==> src/rtl/dolc_regs.svh <==
// register offsets, field positions and reset values of the offset loop configuration
`ifndef DOLC_REGS_SVH
`define DOLC_REGS_SVH
`define DOLC_FOC_IDX 8'h19
`define DOLC_BSC_IDX 8'h1a
`define DOLC_FOC_ADDR 12'h064
`define DOLC_BSC_ADDR 12'h068
`define DOLC_FOC_RESET 8'h36
`define DOLC_BSC_RESET 8'h6c
`define DOLC_FOC_WMASK 8'h3f
`define DOLC_FOC_GATE_BIT 5
`define DOLC_FOC_PRE_LSB 3
`define DOLC_FOC_POST_BIT 2
`define DOLC_FOC_LIM_LSB 0
`define DOLC_BSC_KI_LSB 6
`define DOLC_BSC_KP_LSB 4
`define DOLC_BSC_POSTKI_BIT 3
`define DOLC_BSC_POSTKP_BIT 2
`define DOLC_BSC_LIM_LSB 0
`endif

==> src/rtl/dolc_pkg.sv <==
// types of the offset loop configuration block
package dolc_pkg;
   // gains in half units of the base gain: 1 = K/2, 2 = K, 8 = 4K
   typedef struct packed {
      logic freeze;
      logic [3:0] freq_gain;
      logic [1:0] freq_limit;
      logic [3:0] integral_gain;
      logic [3:0] proportional_gain;
      logic [1:0] rate_limit;
   } dolc_loop_ctrl_type;
   typedef enum logic {DOLC_PRESYNC, DOLC_POSTSYNC} dolc_phase_type;
endpackage

==> src/rtl/dolc_gain_select.sv <==
// gain scheduling: pre or post sync selection of the loop gains
`include "dolc_regs.svh"
module dolc_gain_select
(
   // configuration
   input wire logic [7:0] foc_cfg,
   input wire logic [7:0] bsc_cfg,
   // state
   input wire logic post_sync,
   input wire logic frozen,
   // result
   output dolc_pkg::dolc_loop_ctrl_type ctrl
);
   function automatic logic [3:0] mult_half(input logic [1:0] f);
      mult_half = {1'b0, f + 2'h1, 1'b0};
      if (f == 2'h3)
         mult_half = 4'h8;
   endfunction

   logic [3:0] freq_pre;
   logic [3:0] ki_pre;
   logic [3:0] kp_pre;

   assign freq_pre = mult_half(foc_cfg[`DOLC_FOC_PRE_LSB +: 2]);
   assign ki_pre = mult_half(bsc_cfg[`DOLC_BSC_KI_LSB +: 2]);
   assign kp_pre = mult_half(bsc_cfg[`DOLC_BSC_KP_LSB +: 2]);

   always_comb
   begin
      ctrl = '0;
      ctrl.freeze = frozen;
      ctrl.freq_gain = (post_sync && foc_cfg[`DOLC_FOC_POST_BIT]) ? 4'h1 : freq_pre;
      ctrl.integral_gain = (post_sync && bsc_cfg[`DOLC_BSC_POSTKI_BIT]) ? 4'h1 : ki_pre;
      ctrl.proportional_gain = (post_sync && bsc_cfg[`DOLC_BSC_POSTKP_BIT]) ? 4'h2 : kp_pre;
      ctrl.freq_limit = foc_cfg[`DOLC_FOC_LIM_LSB +: 2];
      ctrl.rate_limit = bsc_cfg[`DOLC_BSC_LIM_LSB +: 2];
   end
endmodule

==> src/rtl/dolc_top.sv <==
// offset loop configuration registers with apb slave and gain scheduling
//
// Register access over APB was left to the implementer.
`include "dolc_regs.svh"
module dolc_top
(
   // clock and reset
   input wire logic pclk,
   input wire logic presetn,
   // apb slave
   input wire logic psel,
   input wire logic penable,
   input wire logic pwrite,
   input wire logic [11:0] paddr,
   input wire logic [31:0] pwdata,
   output logic [31:0] prdata,
   output logic pready,
   output logic pslverr,
   // demodulator events, same clock
   input wire logic carrier_sense,
   input wire logic sync_detect,
   input wire logic search_start,
   // loop controls
   output dolc_pkg::dolc_loop_ctrl_type loop_ctrl,
   output logic [7:0] freq_offset_saturation,
   output logic [7:0] rate_offset_saturation
);
   logic [7:0] foc_q;
   logic [7:0] bsc_q;
   dolc_pkg::dolc_phase_type phase_q;
   logic sensed_q;
   logic [7:0] fsat_q;
   logic [7:0] rsat_q;
   logic wr_en;
   logic rd_en;
   logic hit_foc;
   logic hit_bsc;
   logic frozen;
   logic post_sync;

   assign hit_foc = paddr == `DOLC_FOC_ADDR;
   assign hit_bsc = paddr == `DOLC_BSC_ADDR;
   assign wr_en = psel && penable && pwrite;
   // read data loads at the setup edge so it stands through the access phase
   assign rd_en = psel && !penable && !pwrite;
   // zero wait states; unmapped addresses raise pslverr
   assign pready = 1'b1;
   assign pslverr = psel && penable && !hit_foc && !hit_bsc;

   always_ff @(posedge pclk or negedge presetn)
   begin
      if (!presetn)
         foc_q <= `DOLC_FOC_RESET;
      else if (wr_en && hit_foc)
         foc_q <= pwdata[7:0] & `DOLC_FOC_WMASK;
   end

   always_ff @(posedge pclk or negedge presetn)
   begin
      if (!presetn)
         bsc_q <= `DOLC_BSC_RESET;
      else if (wr_en && hit_bsc)
         bsc_q <= pwdata[7:0];
   end

   always_ff @(posedge pclk or negedge presetn)
   begin
      if (!presetn)
         prdata <= 32'h0000_0000;
      else if (rd_en && hit_foc)
         prdata <= {24'h00_0000, foc_q};
      else if (rd_en && hit_bsc)
         prdata <= {24'h00_0000, bsc_q};
      else
         prdata <= 32'h0000_0000;
   end

   // sync detect wins over a simultaneous search start so no packet is missed
   always_ff @(posedge pclk or negedge presetn)
   begin
      if (!presetn)
         phase_q <= dolc_pkg::DOLC_PRESYNC;
      else
      begin
         case (phase_q)
            dolc_pkg::DOLC_PRESYNC:
               if (sync_detect)
                  phase_q <= dolc_pkg::DOLC_POSTSYNC;
            dolc_pkg::DOLC_POSTSYNC:
               if (search_start && !sync_detect)
                  phase_q <= dolc_pkg::DOLC_PRESYNC;
            default:
               phase_q <= dolc_pkg::DOLC_PRESYNC;
         endcase
      end
   end

   assign post_sync = sync_detect || (phase_q == dolc_pkg::DOLC_POSTSYNC && !search_start);

   // latch carrier sense per packet search; a search restart clears it unless carrier sense is high in the same cycle
   always_ff @(posedge pclk or negedge presetn)
   begin
      if (!presetn)
         sensed_q <= 1'b0;
      else if (carrier_sense)
         sensed_q <= 1'b1;
      else if (search_start)
         sensed_q <= 1'b0;
   end

   assign frozen = foc_q[`DOLC_FOC_GATE_BIT] && !carrier_sense && !sensed_q;

   dolc_gain_select u_gain
   (
      .foc_cfg(foc_q),
      .bsc_cfg(bsc_q),
      .post_sync(post_sync),
      .frozen(frozen),
      .ctrl(loop_ctrl)
   );

   // limits as fractions in 1/256: bandwidth /8,/4,/2 and rate 3.125,6.25,12.5 percent
   always_ff @(posedge pclk or negedge presetn)
   begin
      if (!presetn)
      begin
         fsat_q <= 8'h00;
         rsat_q <= 8'h00;
      end
      else
      begin
         case (foc_q[`DOLC_FOC_LIM_LSB +: 2])
            2'h1: fsat_q <= 8'h20;
            2'h2: fsat_q <= 8'h40;
            2'h3: fsat_q <= 8'h80;
            default: fsat_q <= 8'h00;
         endcase
         case (bsc_q[`DOLC_BSC_LIM_LSB +: 2])
            2'h1: rsat_q <= 8'h08;
            2'h2: rsat_q <= 8'h10;
            2'h3: rsat_q <= 8'h20;
            default: rsat_q <= 8'h00;
         endcase
      end
   end
   assign freq_offset_saturation = fsat_q;
   assign rate_offset_saturation = rsat_q;

   gate_freeze_a:
      assert property (@(posedge pclk) disable iff (!presetn)
         (foc_q[5] && !carrier_sense && !sensed_q) |-> loop_ctrl.freeze)
      else $error("loops not frozen while gated");
   gate_release_a:
      assert property (@(posedge pclk) disable iff (!presetn)
         (presetn && carrier_sense) |=> !loop_ctrl.freeze)
      else $error("loops frozen after carrier sense");
   freq_pre_a:
      assert property (@(posedge pclk) disable iff (!presetn)
         !post_sync |-> loop_ctrl.freq_gain == {foc_q[4:3], 1'b0} + 4'h2)
      else $error("pre-sync frequency gain wrong");
   freq_post_a:
      assert property (@(posedge pclk) disable iff (!presetn)
         (sync_detect && foc_q[2]) |-> loop_ctrl.freq_gain == 4'h1)
      else $error("post-sync frequency gain wrong");
   fsat_value_a:
      assert property (@(posedge pclk) disable iff (!presetn)
         ##1 (foc_q[1:0] == 2'h0 && $stable(foc_q)) |=> fsat_q == 8'h00)
      else $error("frequency saturation not off");
   ki_pre_a:
      assert property (@(posedge pclk) disable iff (!presetn)
         !post_sync |-> loop_ctrl.integral_gain == {bsc_q[7:6], 1'b0} + 4'h2)
      else $error("pre-sync integral gain wrong");
   kp_pre_a:
      assert property (@(posedge pclk) disable iff (!presetn)
         !post_sync |-> loop_ctrl.proportional_gain == {bsc_q[5:4], 1'b0} + 4'h2)
      else $error("pre-sync proportional gain wrong");
   ki_post_a:
      assert property (@(posedge pclk) disable iff (!presetn)
         (post_sync && bsc_q[3]) |-> loop_ctrl.integral_gain == 4'h1)
      else $error("post-sync integral gain wrong");
   kp_post_a:
      assert property (@(posedge pclk) disable iff (!presetn)
         (post_sync && bsc_q[2]) |-> loop_ctrl.proportional_gain == 4'h2)
      else $error("post-sync proportional gain wrong");
   rsat_value_a:
      assert property (@(posedge pclk) disable iff (!presetn)
         (bsc_q[1:0] == 2'h3) ##1 $stable(bsc_q) |=> rsat_q == 8'h20)
      else $error("rate saturation wrong");
   phase_hold_a:
      assert property (@(posedge pclk) disable iff (!presetn)
         (presetn && sync_detect) ##1 !search_start [*2] |-> post_sync)
      else $error("post-sync phase lost");

   pready_high_a:
      assert property (@(posedge pclk) disable iff (!presetn)
         (psel && penable)
         |-> pready)
      else $error("access phase without ready");

   slverr_map_a:
      assert property (@(posedge pclk) disable iff (!presetn)
         (psel && penable)
         |-> pslverr == (paddr != `DOLC_FOC_ADDR && paddr != `DOLC_BSC_ADDR))
      else $error("error response does not follow the address map");

   slverr_idle_a:
      assert property (@(posedge pclk) disable iff (!presetn)
         !(psel && penable)
         |-> !pslverr)
      else $error("error response outside an access phase");

   foc_write_a:
      assert property (@(posedge pclk) disable iff (!presetn)
         (psel && penable && pwrite && paddr == `DOLC_FOC_ADDR)
         |=> {24'h00_0000, foc_q} == ($past(pwdata) & 32'h0000_003f))
      else $error("frequency config write lost");

   bsc_write_a:
      assert property (@(posedge pclk) disable iff (!presetn)
         (psel && penable && pwrite && paddr == `DOLC_BSC_ADDR)
         |=> {24'h00_0000, bsc_q} == ($past(pwdata) & 32'h0000_00ff))
      else $error("bit sync config write lost");

   foc_hold_a:
      assert property (@(posedge pclk) disable iff (!presetn)
         (presetn && !(psel && penable && pwrite && paddr == `DOLC_FOC_ADDR))
         |=> $stable(foc_q))
      else $error("frequency config changed without a write");

   bsc_hold_a:
      assert property (@(posedge pclk) disable iff (!presetn)
         (presetn && !(psel && penable && pwrite && paddr == `DOLC_BSC_ADDR))
         |=> $stable(bsc_q))
      else $error("bit sync config changed without a write");

   foc_unused_a:
      assert property (@(posedge pclk) disable iff (!presetn)
         presetn
         |-> foc_q[7:6] == 2'h0)
      else $error("unused frequency config bits set");

   rdata_foc_a:
      assert property (@(posedge pclk) disable iff (!presetn)
         (presetn && psel && !penable && !pwrite && paddr == `DOLC_FOC_ADDR)
         |=> prdata == {24'h00_0000, foc_q})
      else $error("frequency config read data wrong");

   rdata_bsc_a:
      assert property (@(posedge pclk) disable iff (!presetn)
         (presetn && psel && !penable && !pwrite && paddr == `DOLC_BSC_ADDR)
         |=> prdata == {24'h00_0000, bsc_q})
      else $error("bit sync config read data wrong");

   rdata_stand_a:
      assert property (@(posedge pclk) disable iff (!presetn)
         (psel && penable && !pwrite && paddr == `DOLC_BSC_ADDR)
         |-> prdata == {24'h00_0000, bsc_q})
      else $error("read data not standing in the access phase");

   rdata_idle_a:
      assert property (@(posedge pclk) disable iff (!presetn)
         (presetn && !(psel && !penable && !pwrite))
         |=> prdata == 32'h0000_0000)
      else $error("read data not cleared");

   phase_enter_a:
      assert property (@(posedge pclk) disable iff (!presetn)
         (presetn && sync_detect)
         |=> phase_q == dolc_pkg::DOLC_POSTSYNC)
      else $error("post-sync phase not entered");

   phase_leave_a:
      assert property (@(posedge pclk) disable iff (!presetn)
         (presetn && search_start && !sync_detect)
         |=> phase_q == dolc_pkg::DOLC_PRESYNC)
      else $error("pre-sync phase not restored");

   phase_keep_a:
      assert property (@(posedge pclk) disable iff (!presetn)
         (presetn && !sync_detect && !search_start)
         |=> $stable(phase_q))
      else $error("phase changed without an event");

   post_search_a:
      assert property (@(posedge pclk) disable iff (!presetn)
         (search_start && !sync_detect)
         |-> !post_sync)
      else $error("post-sync gains during a new search");

   post_detect_a:
      assert property (@(posedge pclk) disable iff (!presetn)
         sync_detect
         |-> post_sync)
      else $error("pre-sync gains in the detect cycle");

   sense_set_a:
      assert property (@(posedge pclk) disable iff (!presetn)
         (presetn && carrier_sense)
         |=> sensed_q)
      else $error("carrier sense not latched");

   sense_clear_a:
      assert property (@(posedge pclk) disable iff (!presetn)
         (presetn && search_start && !carrier_sense)
         |=> !sensed_q)
      else $error("carrier sense latch not cleared");

   gate_open_a:
      assert property (@(posedge pclk) disable iff (!presetn)
         !foc_q[5]
         |-> !loop_ctrl.freeze)
      else $error("loops frozen with the gate clear");

   freeze_sensed_a:
      assert property (@(posedge pclk) disable iff (!presetn)
         (sensed_q || carrier_sense)
         |-> !loop_ctrl.freeze)
      else $error("loops frozen after carrier sense");

   freq_keep_a:
      assert property (@(posedge pclk) disable iff (!presetn)
         (post_sync && !foc_q[2])
         |-> loop_ctrl.freq_gain == {foc_q[4:3], 1'b0} + 4'h2)
      else $error("post-sync frequency gain not kept");

   ki_keep_a:
      assert property (@(posedge pclk) disable iff (!presetn)
         (post_sync && !bsc_q[3])
         |-> loop_ctrl.integral_gain == {bsc_q[7:6], 1'b0} + 4'h2)
      else $error("post-sync integral gain not kept");

   kp_keep_a:
      assert property (@(posedge pclk) disable iff (!presetn)
         (post_sync && !bsc_q[2])
         |-> loop_ctrl.proportional_gain == {bsc_q[5:4], 1'b0} + 4'h2)
      else $error("post-sync proportional gain not kept");

   fsat_eighth_a:
      assert property (@(posedge pclk) disable iff (!presetn)
         (presetn && foc_q[1:0] == 2'h1)
         |=> fsat_q == 8'h20)
      else $error("frequency saturation not one eighth");

   fsat_half_a:
      assert property (@(posedge pclk) disable iff (!presetn)
         (presetn && foc_q[1:0] == 2'h3)
         |=> fsat_q == 8'h80)
      else $error("frequency saturation not one half");

   rsat_low_a:
      assert property (@(posedge pclk) disable iff (!presetn)
         (presetn && bsc_q[1:0] == 2'h1)
         |=> rsat_q == 8'h08)
      else $error("rate saturation not lowest step");
endmodule

==> config.mk <==
export PLATFORM = sky130hd
export DESIGN_NAME = dolc_top
export DESIGN_NICKNAME = d
export VERILOG_FILES = /design/src/rtl/dolc_pkg.sv /design/src/rtl/dolc_gain_select.sv /design/src/rtl/dolc_top.sv
export VERILOG_INCLUDE_DIRS = /design/src /design/src/rtl
export SDC_FILE = /design/constraint.sdc
export NUM_CORES = 1
export LEC_CHECK = 0
export BUFFER_PORTS_ARGS = -buffer_cell sky130_fd_sc_hd__buf_4
export CORE_ASPECT_RATIO = 2
export CORE_MARGIN = 4
export CORE_UTILIZATION = 30
export DETAILED_ROUTE_END_ITERATION = 6
export MAX_ROUTING_LAYER = met4
export PLACE_DENSITY_LB_ADDON = 0.25
export SLEW_MARGIN = 5
export SYNTH_ARGS = -nofsm -noshare
export SYNTH_HDL_FRONTEND = slang
export SYNTH_SLANG_ARGS = --single-unit
==> constraint.sdc <==
create_clock -name pclk -period 4.1 [get_ports pclk]
set_input_delay 1.23 -clock pclk [delete_from_list [all_inputs] [get_ports pclk]]
set_output_delay 1.23 -clock pclk [all_outputs]
set_load 0.02 [all_outputs]
Yosys cells after proc, flatten, opt, wreduce, memory -nomap -nowiden

Cells that the tools add are included.
W data, S select, Z words.

Word-level logic and storage cells: 64
Input bits: 52
Flip-flop bits (word level): 64
Output and inout port bits: 67

Bitwise gates (word level): 1
$add $sub $neg: 3
Equal/unequal tests: 11
Reduce and logical (&&, ||, !) cells: 27
Mux-type cells: 15

Operators by type and width:

| operator              | number |
|---|---|
| $mux W32              | 1 |
| $eq A12 B7 Y1 const B | 2 |
| $mux W4               | 6 |
| $pmux W8 S3           | 1 |
| $pmux W6 S3           | 1 |
| $logic_and A1 B1 Y1   | 17 |
| $eq A2 B2 Y1 const B  | 7 |
| $logic_not A1 Y1      | 8 |
| $mux W8               | 1 |
| $add A2 B1 Y2 const B | 3 |
| $eq A2 B1 Y1 const B  | 2 |
| $mux W1               | 4 |
| $pmux W1 S2           | 1 |
| $reduce_bool A2 Y1    | 1 |
| $logic_or A1 B1 Y1    | 1 |
| $not A1 Y1            | 1 |

Logic depth before layout (Yosys ltp)

Depth in word-level cells: 6
Gate-level depth with buffers: 4
Mapped depth without buffers: 4

Cells and area by module

From an unflattened synthesis, not the netlist that was laid out.

Cells, all modules: 148
Area, all modules: 1,694.1 um^2

Modules (own cells, without submodules):

| module           | cells an instance | times used | sequential area each (um^2) | area each (um^2) |
|---|---|---|---|---|
| dolc_top         | 126               | 1          | 760.7                       | 1,510.2 |
| dolc_gain_select | 22                | 1          | 0.0                         | 183.9 |

Worst setup path after synthesis

No wires, ideal clock.

Kind: input to output
Start point: input search_start
End point: output loop_ctrl[13] (netlist bit)
Cell stages on the path: 4
Buffers on the path: 0
Arrival time: 2.115 ns
Setup slack: 0.755 ns
Required time: 2.870 ns
Cell sequence: nor2b_1 -> o21ai_0 -> inv_1 -> nor3_1

RTL lines:

| what        | RTL line       | source |
|---|---|---|
| from (decl) | dolc_top.sv:22 | `input wire logic search_start,` |
| to (decl)   | dolc_top.sv:24 | `output dolc_pkg::dolc_loop_ctrl_type loop_ctrl,` |

Worst setup path in the final report

Start point: input paddr[9]
End point: output pslverr

Longest elaborated chain between the ends: 4
Elaborated cells on any way between the ends: 6
Classes of those cells: 2 x eq/ne; 4 x reduce/logical

RTL lines:

| what                           | RTL line       | source |
|---|---|---|
| from (decl)                    | dolc_top.sv:14 | `input wire logic [11:0] paddr,` |
| $eq A12 B7 Y1 (no source line) | --             |  |
| $logic_not A1 Y1               | dolc_top.sv:48 | `assign pslverr = psel && penable && !hit_foc && !hit_bsc;` |
| $logic_and A1 B1 Y1            | dolc_top.sv:48 |  |
| $logic_and A1 B1 Y1 (*)        | dolc_top.sv:48 |  |
| to (decl)                      | dolc_top.sv:18 | `output logic pslverr,` |

Mark *: on every way between the ends. The rest lies on a longest branch, timed or not.

==> summary.txt <==
Status
  • Run status: completed

Layout
  • Fin cells: between 200 and 300
  • Fill cell count: 575
  • Diode count: 0
  • Syn-to-layout area delta: 23.89%
  • Layout Nets: 265
  • Share of cells above drive strength 1: around 45%

STA
  • Slew HR: 64.46%
  • Final setup skew: about 3.9 ps
  • Final period utilization: ~84%
  • Endpoints failing setup: 0
  • Final hold violations: 0
  • RSZ-0062 raised after global routing: no
  • Fmax: 292.1 MHz
  • Actual slew at the worst max-slew pin: approximately 530 ps
  • Final slew viol count: 0
  • Min cycle time layout: 3424 ps
  • Setup TNS: 0 ps

Drt
  • Drt initial violations: 10
  • Drt drc: 0
  • Routed WL: between 3000 and 4000 um
  • Post-DR vias/cell: around 4.4
  • Drt pass-1 iters: 4
  • Drt wl/cell: about 13 um
  • Post-DRT Antenna Nets: 0
  • Via count: between 1000 and 1500

Clock tree
  • Post-CTS sizing: 0
  • CTS buffer count: 5
  • TritonCTS clock tree: done
  • Post-CTS Setup Bufs: 0
  • Max H-tree Level: 2
  • CTS clk-pin slew, worst paths: around 60 ps
  • Clock tree root buffer cell: clkbuf_8
  • Clk Latency, worst-skew pair: ~270 ps
  • Cts-stage hold buffer count: 0
  • CTS sink cnt: 30
  • Clock buffer depth: 2

Placement
  • Port buffer count: 58
  • RD Place Congestion: 0.8091
  • Inst Count DP: between 200 and 300
  • Dpl hpwl: ~3000 um

Floorplanning
  • Die height: roughly 110 um
  • Rows: 38
  • Initial Utilization: 31.03%
  • Die Wd: 61.18 um
  • I/O pin total: 119
  • Die Area: roughly 7000 um2
  • CORE AREA: 5468 um2

Worst setup path
  • Worst EP arrival: around 2200 ps
  • Worst EP required: 2870 ps
  • Worst-path cell chain: buf_4, nor4_4, a31oi_1, buf_4
  • Most used cell along the critical path: buf_4
  • Flop-to-flop setup slack: 3200 ps
  • Worst R2R End: prdata[1]$_DFF_PN0_
  • Worst setup path class: input pin to output pin
  • FF-to-FF path depth: 2
  • Maximum fanout along the worst path: 5
  • Worst reg2reg path startpoint: foc_q[1]$_DFFE_PN1P_
  • Slowest CP cell: nor4_4
  • Crit. End Element: output pin
  • Crit path largest cell delay: between 500 and 600 ps
  • Startpoint types: input pin

Synthesis
  • Distinct cell type count after synthesis: 28
  • Avg Inst Size Synth: ~11 um2
  • Post-Syn Instances: roughly 150
  • Flops & latches, synth: 30
  • Register area share after synthesis: about 45%
  • YS warnings: 0
  • Netlist Area Pre-Place: ~1700 um2

Hold path
  • WHS Path Cells: 1
  • Hold Path End: rate_offset_saturation[3]$_DFF_PN0_
  • Hold Crit Start: bsc_q[1]$_DFFE_PN0P_
  • Worst min path class: flip-flop to flip-flop

GRT
  • Largest net degree at the start of global routing: 31
  • Total Routing Usage GR: a little over a tenth
  • Initial antenna violation count: 0
  • Global-route wire length before repair: 5299 um
  • Vias in the first global route: between 1000 and 1500
  • Total global routing overflow: 0

Pwr
  • Peak VDD IR: ~200 uV
  • Leakage: ~1.1 nW
  • PD cells: about 280 nW/um2

Job
  • Max_cap viols: 0
[worst max-delay path by stage]
stage / slack, ps / start / end
2_1_floorplan: 750 / search_start / loop_ctrl[13]
3_3_place_gp: 670 / search_start / loop_ctrl[4]
3_5_place_dp: 670 / paddr[9] / pslverr
4_1_cts: 670 / paddr[9] / pslverr
5_1_grt: 570 / paddr[9] / pslverr
6_report: 680 / paddr[9] / pslverr
[stage by stage]
stage          setup WS (ps)  util (%)  area, um2   power, W  hold WS [ps]
4_1_cts                669.3     38.44       2102  0.0005969         475.0
6_report               676.2     38.44       2102  0.0005891         473.4
3_5_place_dp           668.4     37.00       2023  0.0003788         465.9
5_1_grt                569.0     38.44       2102  0.0006167         500.7
3_3_place_gp           671.7     37.00       2023  0.0003780         449.2
2_1_floorplan          754.6         -       1824  0.0003708         434.1
[sequential cells by signal, indices dropped and copies added (netlist names)]
| register | flops |
|---|---|
| rate_offset_saturation | 3 |
| prdata | 8 |
| foc_q | 6 |
| freq_offset_saturation | 3 |
| sensed_q | 1 |
| bsc_q | 8 |
| phase_q | 1 |
[layout make-up]
class | instances | area [um2] | share of cell area (%)
Sequential cell | 30 | 760.7 | 36.19
Multi-Input combinational cell | 104 | 710.7 | 33.81
Timing Repair Buffer | 58 | 435.4 | 20.71
Tap cell | 60 | 75.07 | 3.571
Clock buffer | 5 | 68.82 | 3.274
Inverter | 11 | 41.29 | 1.964
Clock inverter | 2 | 10.01 | 0.4762
[synth_stat cells]
master | instances | share of area (%)
and2_1 | 7 | 2.6
a31oi_1 | 1 | 0.37
nor4b_2 | 1 | 0.88
nor2_1 | 6 | 1.3
and4bb_2 | 1 | 0.74
or2_2 | 1 | 0.37
mux2_2 | 14 | 9.3
nand4_4 | 2 | 2.5
clkbuf_1 | 1 | 0.22
buf_4 | 41 | 18
conb_1 | 2 | 0.44
inv_1 | 11 | 2.4
dfstp_2 | 8 | 12
nand4_1 | 6 | 2.2
and3_1 | 1 | 0.37
a21o_1 | 1 | 0.44
o22ai_1 | 6 | 2.2
ha_1 | 3 | 2.2
nor2b_1 | 3 | 1.1
dfrtp_1 | 22 | 32
nor3b_1 | 2 | 0.88
nand4_2 | 1 | 0.74
o21ai_0 | 4 | 1.2
nand2_1 | 2 | 0.44
nor4b_4 | 1 | 1.4
xnor2_1 | 1 | 0.52
nor3_1 | 3 | 0.88
nor4_4 | 1 | 1.3
[kinds of logic (layout without fill, tap and decap cells)]
| family | count (synthesis) | after routing | share of synthesized area [%] |
|---|---|---|---|
| buf+inv | 53 | 76 | 20.80 |
| simple gates | 38 | 38 | 17.70 |
| flops | 30 | 30 | 44.84 |
| mux | 14 | 14 | 9.292 |
| compound gates | 12 | 12 | 4.204 |
| fa+ha+maj | 3 | 3 | 2.213 |
| other cells | 2 | 36 | 0.4426 |
| xor+xnor | 1 | 1 | 0.5163 |
[power breakdown]
| group | internal (W) | leakage, nW | switching [W] |
|---|---|---|---|
| Combinational | 0.0000229 | 0.684 | 0.0000521 |
| Clock | 0.000113 | 0.0438 | 0.000102 |
| Sequential | 0.000298 | 0.384 | 0.000000626 |
[worst max-delay path, delay by kind of cell]
kind                   cells  cell delay (ps)
buffers and inverters      2              300
AO/OA/AOI/OAI              1              150
AND/OR/NAND/NOR            1              510
[cells in the final DEF (no fill, tap or decap)]
master	Yosys	routed
nand4_1	6	6
nor4_4	1	1
and3_1	1	1
mux2_2	14	14
nand2_1	2	2
nor2_1	6	6
and4bb_2	1	1
a31oi_1	1	1
a21o_1	1	1
nor3b_1	2	2
nor2b_1	3	3
dfrtp_1	22	22
nand4_2	1	1
and2_1	7	7
clkinv_2	0	2
ha_1	3	3
nor3_1	3	3
clkbuf_8	0	5
nor4b_2	1	1
buf_4	41	58
o21ai_0	4	4
nor4b_4	1	1
nand4_4	2	2
or2_2	1	1
o22ai_1	6	6
conb_1	2	36
xnor2_1	1	1
dfstp_2	8	8
inv_1	11	11
[layer usage]
| layer | vias up | part of all wire (%) | track usage, % |
|---|---|---|---|
| met2 | 70 | 57 | 18.81 |
| li1 | 551 | - | - |
| met5 | - | 0 | - |
| met1 | 549 | 30 | 10.87 |
| met4 | 0 | 2.3 | 5.210 |
| met3 | 5 | 10 | 1.919 |
Note: power is estimated with default switching activity, not from simulation.
